[config.mk]
export PLATFORM = sky130hd
export DESIGN_NAME = cmp_ctrl
export DESIGN_NICKNAME = d
export VERILOG_FILES = /design/src/core/cmp_ctrl_pkg.sv /design/src/core/cmp_sync.sv /design/src/core/cmp_edge_detect.sv /design/src/core/cmp_ctrl.sv
export VERILOG_INCLUDE_DIRS = /design/src /design/src/core
export SDC_FILE = /design/constraint.sdc
export NUM_CORES = 1
export LEC_CHECK = 0
export ABC_AREA = 1
export BUFFER_PORTS_ARGS = -buffer_cell sky130_fd_sc_hd__buf_2
export CORE_AREA = 4 4 96 98
export CTS_CLUSTER_SIZE = 25
export DETAILED_ROUTE_END_ITERATION = 6
export DIE_AREA = 0 0 100 102
export PLACE_DENSITY_LB_ADDON = 0.05
export SETUP_SLACK_MARGIN = 0.02
export SYNTH_ARGS = -nofsm -noshare
export SYNTH_HDL_FRONTEND = slang
export SYNTH_SLANG_ARGS = --single-unit
[constraint.sdc]
create_clock -name pclk -period 2.2 [get_ports pclk]
set_clock_uncertainty 0.1 [all_clocks]
set_input_delay 0.11 -clock pclk [delete_from_list [all_inputs] [get_ports pclk]]
set_output_delay 0.11 -clock pclk [all_outputs]
set_load 0.005 [all_outputs]
[src/core/cmp_ctrl_cfg.svh]
// constants for the comparator control block: offsets, bit positions, resets
// assumes inclusion by bare name from the design and bench files
`ifndef CMP_CTRL_CFG_SVH
`define CMP_CTRL_CFG_SVH

// register indices; the byte address is four times the index
`define IDX_INPUT_DISABLE     8'h01
`define IDX_CONV_CONTROL_B    8'h03
`define IDX_CMP_STATUS        8'h08
`define IDX_CONV_CONTROL_A    8'h10
`define IDX_CONV_MUX_SELECT   8'h11
`define IDX_CPU_FLAGS         8'h12
`define ADDR_OF(idx)          ({(idx), 2'b00})

// comparator control status bit positions
`define BIT_CMP_DISABLE       7
`define BIT_BANDGAP_SELECT    6
`define BIT_CMP_RESULT        5
`define BIT_CMP_IRQ_FLAG      4
`define BIT_CMP_IRQ_ENABLE    3
`define BIT_CMP_CAPTURE       2
`define BIT_CMP_MODE_HI       1
`define BIT_CMP_MODE_LO       0

// converter control b and other bit positions
`define BIT_CMP_MUX_ENABLE    6
`define BIT_CONV_ENABLE       7
`define BIT_GLOBAL_IRQ        7
`define BIT_PIN1_BUF_OFF      1
`define BIT_PIN0_BUF_OFF      0

// writable masks and reset values
`define MASK_CONV_CONTROL_B   8'hD7
`define MASK_CMP_STATUS       8'hCF
`define RESET_BYTE            8'h00

`endif

[src/core/cmp_ctrl_pkg.sv]
// types for the comparator control block
// assumes the cfg header sits in the include path
package cmp_ctrl_pkg;
    typedef enum logic [1:0] {
        MODE_TOGGLE,
        MODE_RESERVED,
        MODE_FALL,
        MODE_RISE
    } irq_mode_t;

    // analog routing controls handed to the comparator macro
    typedef struct packed {
        logic       powered_down;
        logic       pos_is_bandgap;
        logic       neg_is_mux;
        logic [2:0] neg_mux_channel;
    } analog_route_t;
endpackage : cmp_ctrl_pkg

[src/core/cmp_sync.sv]
// two-flop synchroniser for the raw comparator output
// assumes the input is asynchronous to pclk
`timescale 1ns/1ns
module cmp_sync (
    // clock and reset
    input  wire logic pclk,
    input  wire logic presetn,
    // raw and synchronised level
    input  wire logic async_in,
    output logic      sync_out
);
    logic meta_reg;
    logic meta_next;
    logic sync_next;

    // capture chain
    always_comb begin
        meta_next = async_in;
        sync_next = meta_reg;
    end

    always_ff @(posedge pclk or negedge presetn) begin
        if (!presetn) begin
            meta_reg <= 1'b0;
            sync_out <= 1'b0;
        end else begin
            meta_reg <= meta_next;
            sync_out <= sync_next;
        end
    end
endmodule : cmp_sync

[src/core/cmp_edge_detect.sv]
// edge event detector on the synchronised comparator output
// assumes the input is already in the pclk domain
`timescale 1ns/1ns
module cmp_edge_detect
    import cmp_ctrl_pkg::*;
(
    // clock and reset
    input  wire logic      pclk,
    input  wire logic      presetn,
    // level and mode
    input  wire logic      level,
    input  wire irq_mode_t mode,
    // one-cycle event
    output logic           event_hit
);
    logic prev_reg;
    logic prev_next;
    logic rise;
    logic fall;

    // previous-cycle compare
    always_comb begin
        prev_next = level;
        rise      = level & ~prev_reg;
        fall      = ~level & prev_reg;
        unique case (mode)
            MODE_TOGGLE:   event_hit = rise | fall;
            MODE_RESERVED: event_hit = 1'b0;
            MODE_FALL:     event_hit = fall;
            MODE_RISE:     event_hit = rise;
        endcase
    end

    always_ff @(posedge pclk or negedge presetn) begin
        if (!presetn) prev_reg <= 1'b0;
        else          prev_reg <= prev_next;
    end

    AST_RISE_EVENT: assert property (@(posedge pclk) disable iff (!presetn)
        (mode == MODE_RISE && $rose(level)) |-> event_hit)
        else $error("rise not detected");
    AST_FALL_EVENT: assert property (@(posedge pclk) disable iff (!presetn)
        (mode == MODE_FALL && $fell(level)) |-> event_hit)
        else $error("fall not detected");
    AST_TOGGLE_EVENT: assert property (@(posedge pclk) disable iff (!presetn)
        (mode == MODE_TOGGLE && $changed(level)) |-> event_hit)
        else $error("toggle not detected");
    AST_RESERVED_QUIET: assert property (@(posedge pclk) disable iff (!presetn)
        (mode == MODE_RESERVED) |-> !event_hit)
        else $error("event in reserved mode");
    AST_EVENT_NEEDS_EDGE: assert property (@(posedge pclk) disable iff (!presetn)
        event_hit |-> $changed(level))
        else $error("event without a level change");
endmodule : cmp_edge_detect

[src/core/cmp_ctrl.sv]
// comparator control: apb registers, input routing, result sync, event flag
// assumes an apb master on pclk and an analog comparator outside
//
// How it works
// - the raw result passes two flops and then shows as the result bit.
// - mux enable set and converter off routes converter pin 0..7 to the negative input.
// - mux enable clear or converter on selects the dedicated negative pin.
// - bandgap select bit 6 picks the bandgap reference for the positive input.
// - disable bit 7 powers the comparator down and is writable at any time.
// - a transition matching the chosen mode sets the flag bit 4.
// - entering the interrupt vector clears the flag.
// - writing one to the flag clears it and writing zero leaves it.
// - the request stands only while flag, enable bit 3 and global enable are set.
// - mode codes are toggle, reserved, falling, rising.
// - capture enable bit 2 routes the result to the timer capture input.
// - a set buffer disable bit forces that pin's port input to zero.
// - the converter enable bit in control register a gates the negative mux.
`timescale 1ns/1ns
`include "cmp_ctrl_cfg.svh"
module cmp_ctrl
    import cmp_ctrl_pkg::*;
(
    // clock and reset
    input  wire logic        pclk,
    input  wire logic        presetn,
    // apb slave
    input  wire logic        psel,
    input  wire logic        penable,
    input  wire logic        pwrite,
    input  wire logic [11:0] paddr,
    input  wire logic [31:0] pwdata,
    output logic      [31:0] prdata,
    output logic             pready,
    output logic             pslverr,
    // analog comparator
    input  wire logic        cmp_raw,
    output analog_route_t    route,
    // port pins
    input  wire logic        cmp_pos_pin,
    input  wire logic        cmp_neg_pin,
    output logic             cmp_pos_port_in,
    output logic             cmp_neg_port_in,
    // interrupt and capture
    input  wire logic        vector_ack,
    output logic             irq_request,
    output logic             capture_in
);
    logic [7:0] input_disable_reg;
    logic [7:0] input_disable_next;
    logic [7:0] conv_ctrl_b_reg;
    logic [7:0] conv_ctrl_b_next;
    logic [7:0] cmp_status_reg;
    logic [7:0] cmp_status_next;
    logic [7:0] conv_ctrl_a_reg;
    logic [7:0] conv_ctrl_a_next;
    logic [7:0] conv_mux_select_reg;
    logic [7:0] conv_mux_select_next;
    logic [7:0] cpu_flags_reg;
    logic [7:0] cpu_flags_next;
    logic [31:0] prdata_next;
    logic [1:0] pin_meta_reg;
    logic [1:0] pin_sync_reg;
    logic [1:0] pin_meta_next;
    logic [1:0] pin_sync_next;
    logic       cmp_result;
    logic       event_hit;
    logic       wr_en;
    logic       rd_en;
    logic       addr_ok;
    logic       conv_enable;
    logic       cmp_mux_enable;

    // answer in the access phase with no wait
    assign pready  = 1'b1;
    assign wr_en   = psel & penable & pwrite;
    assign rd_en   = psel & ~penable & ~pwrite;

    // unmapped addresses answer with an error
    always_comb begin
        unique case (paddr)
            12'(`ADDR_OF(`IDX_INPUT_DISABLE)),
            12'(`ADDR_OF(`IDX_CONV_CONTROL_B)),
            12'(`ADDR_OF(`IDX_CMP_STATUS)),
            12'(`ADDR_OF(`IDX_CONV_CONTROL_A)),
            12'(`ADDR_OF(`IDX_CONV_MUX_SELECT)),
            12'(`ADDR_OF(`IDX_CPU_FLAGS)): addr_ok = 1'b1;
            default:                       addr_ok = 1'b0;
        endcase
    end
    assign pslverr = psel & penable & ~addr_ok;

    // result synchroniser
    cmp_sync u_sync (
        .pclk     (pclk),
        .presetn  (presetn),
        .async_in (cmp_raw),
        .sync_out (cmp_result)
    );

    // event detector on the synchronised result
    cmp_edge_detect u_edge (
        .pclk      (pclk),
        .presetn   (presetn),
        .level     (cmp_result),
        .mode      (irq_mode_t'(cmp_status_reg[`BIT_CMP_MODE_HI:`BIT_CMP_MODE_LO])),
        .event_hit (event_hit)
    );

    // register writes, flag set and clears
    always_comb begin
        input_disable_next   = input_disable_reg;
        conv_ctrl_b_next     = conv_ctrl_b_reg;
        cmp_status_next      = cmp_status_reg;
        conv_ctrl_a_next     = conv_ctrl_a_reg;
        conv_mux_select_next = conv_mux_select_reg;
        cpu_flags_next       = cpu_flags_reg;
        if (wr_en) begin
            unique case (paddr)
                12'(`ADDR_OF(`IDX_INPUT_DISABLE)):   input_disable_next = pwdata[7:0];
                12'(`ADDR_OF(`IDX_CONV_CONTROL_B)):
                    conv_ctrl_b_next = pwdata[7:0] & `MASK_CONV_CONTROL_B;
                12'(`ADDR_OF(`IDX_CMP_STATUS)): begin
                    // disable bit writable at any time
                    cmp_status_next = (pwdata[7:0] & `MASK_CMP_STATUS)
                                    | (cmp_status_reg & ~`MASK_CMP_STATUS);
                    if (pwdata[`BIT_CMP_IRQ_FLAG])
                        cmp_status_next[`BIT_CMP_IRQ_FLAG] = 1'b0;
                end
                12'(`ADDR_OF(`IDX_CONV_CONTROL_A)):  conv_ctrl_a_next = pwdata[7:0];
                12'(`ADDR_OF(`IDX_CONV_MUX_SELECT)): conv_mux_select_next = pwdata[7:0];
                12'(`ADDR_OF(`IDX_CPU_FLAGS)):       cpu_flags_next = pwdata[7:0];
                default: ;
            endcase
        end
        if (vector_ack)
            cmp_status_next[`BIT_CMP_IRQ_FLAG] = 1'b0;
        // a new event wins over any clear
        if (event_hit)
            cmp_status_next[`BIT_CMP_IRQ_FLAG] = 1'b1;
        cmp_status_next[`BIT_CMP_RESULT] = 1'b0;
    end

    always_ff @(posedge pclk or negedge presetn) begin
        if (!presetn) begin
            input_disable_reg   <= `RESET_BYTE;
            conv_ctrl_b_reg     <= `RESET_BYTE;
            cmp_status_reg      <= `RESET_BYTE;
            conv_ctrl_a_reg     <= `RESET_BYTE;
            conv_mux_select_reg <= `RESET_BYTE;
            cpu_flags_reg       <= `RESET_BYTE;
        end else begin
            input_disable_reg   <= input_disable_next;
            conv_ctrl_b_reg     <= conv_ctrl_b_next;
            cmp_status_reg      <= cmp_status_next;
            conv_ctrl_a_reg     <= conv_ctrl_a_next;
            conv_mux_select_reg <= conv_mux_select_next;
            cpu_flags_reg       <= cpu_flags_next;
        end
    end

    // read data captured in the setup phase
    always_comb begin
        prdata_next = prdata;
        if (rd_en) begin
            prdata_next = 32'h0000_0000;
            unique case (paddr)
                12'(`ADDR_OF(`IDX_INPUT_DISABLE)):   prdata_next[7:0] = input_disable_reg;
                12'(`ADDR_OF(`IDX_CONV_CONTROL_B)):  prdata_next[7:0] = conv_ctrl_b_reg;
                12'(`ADDR_OF(`IDX_CMP_STATUS)): begin
                    prdata_next[7:0] = cmp_status_reg;
                    prdata_next[`BIT_CMP_RESULT] = cmp_result;
                end
                12'(`ADDR_OF(`IDX_CONV_CONTROL_A)):  prdata_next[7:0] = conv_ctrl_a_reg;
                12'(`ADDR_OF(`IDX_CONV_MUX_SELECT)): prdata_next[7:0] = conv_mux_select_reg;
                12'(`ADDR_OF(`IDX_CPU_FLAGS)):       prdata_next[7:0] = cpu_flags_reg;
                default: ;
            endcase
        end
    end

    always_ff @(posedge pclk or negedge presetn) begin
        if (!presetn) prdata <= 32'h0000_0000;
        else          prdata <= prdata_next;
    end

    // analog routing
    assign conv_enable    = conv_ctrl_a_reg[`BIT_CONV_ENABLE];
    assign cmp_mux_enable = conv_ctrl_b_reg[`BIT_CMP_MUX_ENABLE];
    always_comb begin
        route.powered_down    = cmp_status_reg[`BIT_CMP_DISABLE];
        route.pos_is_bandgap  = cmp_status_reg[`BIT_BANDGAP_SELECT];
        route.neg_is_mux      = cmp_mux_enable & ~conv_enable;
        route.neg_mux_channel = route.neg_is_mux ? conv_mux_select_reg[2:0] : 3'h0;
    end

    // interrupt request and capture feed
    assign irq_request = cmp_status_reg[`BIT_CMP_IRQ_FLAG]
                       & cmp_status_reg[`BIT_CMP_IRQ_ENABLE]
                       & cpu_flags_reg[`BIT_GLOBAL_IRQ];
    assign capture_in  = cmp_status_reg[`BIT_CMP_CAPTURE] & cmp_result;

    // port input synchronisers for the two comparator pins
    always_comb begin
        pin_meta_next = {cmp_neg_pin, cmp_pos_pin};
        pin_sync_next = pin_meta_reg;
    end

    always_ff @(posedge pclk or negedge presetn) begin
        if (!presetn) begin
            pin_meta_reg <= 2'h0;
            pin_sync_reg <= 2'h0;
        end else begin
            pin_meta_reg <= pin_meta_next;
            pin_sync_reg <= pin_sync_next;
        end
    end

    // buffer disable forces zero
    assign cmp_pos_port_in = pin_sync_reg[0] & ~input_disable_reg[`BIT_PIN0_BUF_OFF];
    assign cmp_neg_port_in = pin_sync_reg[1] & ~input_disable_reg[`BIT_PIN1_BUF_OFF];

    // synchroniser latency, both directions
    AST_RESULT_LATENCY: assert property (@(posedge pclk) disable iff (!presetn)
        $rose(cmp_raw) ##1 cmp_raw |=> cmp_result)
        else $error("result not synchronised in two cycles");
    AST_RESULT_FALL: assert property (@(posedge pclk) disable iff (!presetn)
        $fell(cmp_raw) ##1 !cmp_raw |=> !cmp_result)
        else $error("result fall not synchronised in two cycles");
    AST_READ_RESULT: assert property (@(posedge pclk) disable iff (!presetn)
        (rd_en && paddr == 12'(`ADDR_OF(`IDX_CMP_STATUS)))
            |=> prdata[`BIT_CMP_RESULT] == $past(cmp_result))
        else $error("read result bit not live");

    // negative and positive input routing
    AST_MUX_ROUTE: assert property (@(posedge pclk) disable iff (!presetn)
        (cmp_mux_enable && !conv_enable) |-> (route.neg_is_mux
            && route.neg_mux_channel == conv_mux_select_reg[2:0]))
        else $error("mux route wrong");
    AST_PIN_ROUTE: assert property (@(posedge pclk) disable iff (!presetn)
        (!cmp_mux_enable || conv_enable) |-> !route.neg_is_mux)
        else $error("dedicated pin not selected");
    AST_PIN_CHANNEL: assert property (@(posedge pclk) disable iff (!presetn)
        !route.neg_is_mux |-> route.neg_mux_channel == 3'h0)
        else $error("channel shown while dedicated pin selected");
    AST_MUX_NEEDS_OFF: assert property (@(posedge pclk) disable iff (!presetn)
        conv_enable |-> !route.neg_is_mux)
        else $error("mux used while converter on");
    AST_BANDGAP: assert property (@(posedge pclk) disable iff (!presetn)
        (wr_en && paddr == 12'(`ADDR_OF(`IDX_CMP_STATUS)))
            |=> route.pos_is_bandgap == $past(pwdata[`BIT_BANDGAP_SELECT]))
        else $error("bandgap select mismatch");
    AST_DISABLE_WRITE: assert property (@(posedge pclk) disable iff (!presetn)
        (wr_en && paddr == 12'(`ADDR_OF(`IDX_CMP_STATUS)))
            |=> route.powered_down == $past(pwdata[`BIT_CMP_DISABLE]))
        else $error("disable write lost");
    AST_POWER_HOLD: assert property (@(posedge pclk) disable iff (!presetn)
        !(wr_en && paddr == 12'(`ADDR_OF(`IDX_CMP_STATUS)))
            |=> $stable(route.powered_down))
        else $error("disable bit changed without a write");

    // flag set and clear paths
    AST_FLAG_SET: assert property (@(posedge pclk) disable iff (!presetn)
        event_hit |=> cmp_status_reg[`BIT_CMP_IRQ_FLAG])
        else $error("flag not set on event");
    AST_FLAG_CAUSE: assert property (@(posedge pclk) disable iff (!presetn)
        $rose(cmp_status_reg[`BIT_CMP_IRQ_FLAG]) |-> $past(event_hit))
        else $error("flag set without an event");
    AST_VECTOR_CLEAR: assert property (@(posedge pclk) disable iff (!presetn)
        (vector_ack && !event_hit) |=> !cmp_status_reg[`BIT_CMP_IRQ_FLAG])
        else $error("flag not cleared by vector");
    AST_WRITE_ONE_CLEAR: assert property (@(posedge pclk) disable iff (!presetn)
        (wr_en && paddr == 12'(`ADDR_OF(`IDX_CMP_STATUS)) && !event_hit)
            |=> cmp_status_reg[`BIT_CMP_IRQ_FLAG]
                == ($past(cmp_status_reg[`BIT_CMP_IRQ_FLAG])
                && !$past(pwdata[`BIT_CMP_IRQ_FLAG]) && !$past(vector_ack)))
        else $error("flag write behaviour wrong");
    AST_FLAG_HOLD: assert property (@(posedge pclk) disable iff (!presetn)
        (!wr_en && !vector_ack && !event_hit)
            |=> $stable(cmp_status_reg[`BIT_CMP_IRQ_FLAG]))
        else $error("flag changed with no cause");

    // request gating and capture feed
    AST_IRQ_GATE: assert property (@(posedge pclk) disable iff (!presetn)
        irq_request |-> (cmp_status_reg[`BIT_CMP_IRQ_FLAG]
            && cmp_status_reg[`BIT_CMP_IRQ_ENABLE] && cpu_flags_reg[`BIT_GLOBAL_IRQ]))
        else $error("request without all enables");
    AST_IRQ_ON: assert property (@(posedge pclk) disable iff (!presetn)
        (cmp_status_reg[`BIT_CMP_IRQ_FLAG] && cmp_status_reg[`BIT_CMP_IRQ_ENABLE]
            && cpu_flags_reg[`BIT_GLOBAL_IRQ]) |-> irq_request)
        else $error("request missing with all enables set");
    AST_CAPTURE_OFF: assert property (@(posedge pclk) disable iff (!presetn)
        !cmp_status_reg[`BIT_CMP_CAPTURE] |-> !capture_in)
        else $error("capture driven while off");
    AST_CAPTURE_ON: assert property (@(posedge pclk) disable iff (!presetn)
        cmp_status_reg[`BIT_CMP_CAPTURE] |-> (capture_in == cmp_result))
        else $error("capture does not follow result");

    // buffer disable forces the port inputs low
    AST_BUF_OFF: assert property (@(posedge pclk) disable iff (!presetn)
        input_disable_reg[`BIT_PIN0_BUF_OFF] |-> !cmp_pos_port_in)
        else $error("port input not forced low");
    AST_BUF_OFF_NEG: assert property (@(posedge pclk) disable iff (!presetn)
        input_disable_reg[`BIT_PIN1_BUF_OFF] |-> !cmp_neg_port_in)
        else $error("negative port input not forced low");
endmodule : cmp_ctrl

==> qor.yml <==
route:
  via_per_inst: 4.67
  postRouteWirelength_um: 8210
  via_count: 2616
  dr.pass1.iters: 4
  ant_nets: 0
  drtIter0Drc: 94
  wl_per_cell_um: 14.7
  drc_errors: 0
hold_path:
  worstHoldStart: "pwdata[3]"
  min_path_cells: 3
  hold_path.class: "primary input to flop"
sta:
  fmax_mhz: 673
  finalWorstPathRequiredPeriod_ns: 1.49
  layout_setup_ws_ns: 0.713
  setup-tns-final_ns: 0
  hold_violations: 0
  rsz0062_at_grt: "no"
  min_period_over_period_pct: 67.6
  maxSlewViolCount: 0
  finalSetupViolCount: 0
cells_and_area:
  area_growth_pct: 13.4
  layout-drive-gt1-share_pct: 23.0
  diodes: 0
  layout_common_cells: "nand2_1 (98), dfrtp_1 (60), buf_2 (47)"
  layout_commonest_cell: "nand2_1"
  final_nets: 503
clock_network:
  numCtsBuffers: 9
  cts.sinks: 60
  cts.hold.buffers_added: 6
  post_cts_resized: 0
  cts_tree: "yes"
  cts_root_buf: "clkbuf_8"
  cts_max_path_buffers: 2
  cts.htree.levels: 3
  post_cts_buffers: 0
  path_clk_slew_ns: 0.06
  clk-insertion-delay-late_ns: 0.33
power:
  ir_drop_uv: 375
  p_per_area_mw_per_mm2: 589
  p_leak_uw: 0.00201
global_route:
  grt_pass1_wl_um: 13100
  grt-ovfl-total: 0
  grt_start_max_net_pins: 61
  antenna_found_initial: 0
  grt.total_usage_pct: 17.0
  grt_pass1_vias: 2452
critical_path:
  cpLargestDelayFamily: "flip-flops"
  crit_buf_inv: 2
  worstSetupPathType: "flop to primary output"
  critPathMaxFanout: 3
  worstPathCellList: "nor2_1, inv_1, nor2_1, buf_2"
  r2r_cells: 5
  worst_setup_path_start_kind: "flop"
  critical_path_arrival_ns: 1.28
  end_kind: "primary output"
  critical_path.slowest_cell: "dfrtp_1"
  crit_required_ns: 1.99
  timing.rr.start: "u_sync.sync_out$_DFF_PN0_"
  crit_start: "conv_ctrl_a_reg[7]$_DFFE_PN0P_"
  cp.depth: 4
  crit_top_cell: "nor2_1"
  cpPeakStageDelay_ns: 0.40
run_status:
  outcome: "finished clean"
synthesis:
  synth-seq-area-share_pct: 45.4
  yosysUniqueCellTypes: 31
  ys_seq_elements: 60
  synthesis.area_mm2: 0.00331
  syn_avg_cell_area_um2: 8.39
  synthCells: 394
  synth_edf_count: 0
  synth_top_flop_cell: "dfrtp_1"
  yosysWarnings: 0
  synthArstFlopShare_pct: 100
die:
  ios: 97
  die_area_mm2: 0.0102
  fp-row-count: 34
  core-area_mm2: 0.00847
  start_util_pct: 39.0
  die_y_um: 102
  fp.dieW_um: 100
placed_design:
  io_buffers: 47
  pre_cts_slack_ns: 0.655
  gp_congestion: 0.801
  place_hpwl_um: 6060
job:
  max-cap-violations: 0
[Yosys cell counts (3+ instances only)]
cell type  count  area share (%)
a21oi_1        5            0.76
buf_2          3            0.45
buf_4         28             6.4
buf_6          4             1.4
dfrtp_1       60              45
inv_1         32             3.6
nand2_1       98              11
nand2_2        4            0.76
nand2_4        3             1.0
nand3_1       37             5.6
nand4_1        6             1.1
nor2_1        38             4.3
nor2_2         6             1.1
nor2_4         3             1.0
nor2_8         4             2.4
o21ai_1       28             4.2
o21ai_2       16             4.2
[metal layers]
layer  vias to the layer above  wire, um  track usage [%]
met4                         0       145             5.18
met2                        67      3610             26.1
met5                         -         0                0
met1                      1208      4000             23.9
li1                       1332         -                -
met3                         9       455             4.16
[kinds of logic after synthesis]
family / count (synthesis) / share of synthesized area, %
other: 2 / 0.227
buffers and inverters: 70 / 12.4
AND/OR/NAND/NOR: 207 / 31.2
flip-flops: 60 / 45.4
AO/OA/AOI/OAI: 53 / 10.0
adder cells (fa/ha/maj): 2 / 0.757
[area by class of cell]
type	instances	area, um^2
fill	897	4720
sequential	60	1500
multi-input combinational	287	1480
timing repair buffer	55	323
clock buffer	13	159
inverter	35	139
tap	108	135
clock inverter	2	10.0
[worst min-delay path: cells and delay by family]
family | cells | cell delay (ns)
compound gates | 1 | 0.15
buf+inv | 2 | 0.17
[through the flow]
step | power, uW | hold slack (ns) | utilization, % | cells | area [um^2]
global placement | 1350 | 0.0460 | 41.6 | 539 | 3520
finish | 2210 | 0.0346 | 44.3 | 560 | 3750
CTS | 2240 | 0.0236 | 44.3 | 560 | 3750
detailed placement | 1350 | 0.0489 | 41.6 | 539 | 3520
floorplan | 1280 | -0.286 | - | 417 | 3390
global route | 2310 | 0.0309 | 44.3 | 560 | 3750
[worst paths after layout]
path                       slack (ns)                            endpoint
setup / recovery                 0.71                            route[2]
max in group asynchronous        1.52    input_disable_reg[0]$_DFFE_PN0P_
hold reg to reg                  0.25           pin_sync_reg[1]$_DFF_PN0_
hold / removal                   0.03        cpu_flags_reg[3]$_DFFE_PN0P_
setup reg to reg                 0.96       cmp_status_reg[4]$_DFFE_PN0P_
min in group asynchronous        0.21  conv_mux_select_reg[3]$_DFFE_PN0P_
[where the power goes]
| part | switching, uW | internal [uW] |
|---|---|---|
| sequential | 12.9 | 1130 |
| combinational | 129 | 63.7 |
| clock | 415 | 461 |
(Power assumes the default switching activity.)
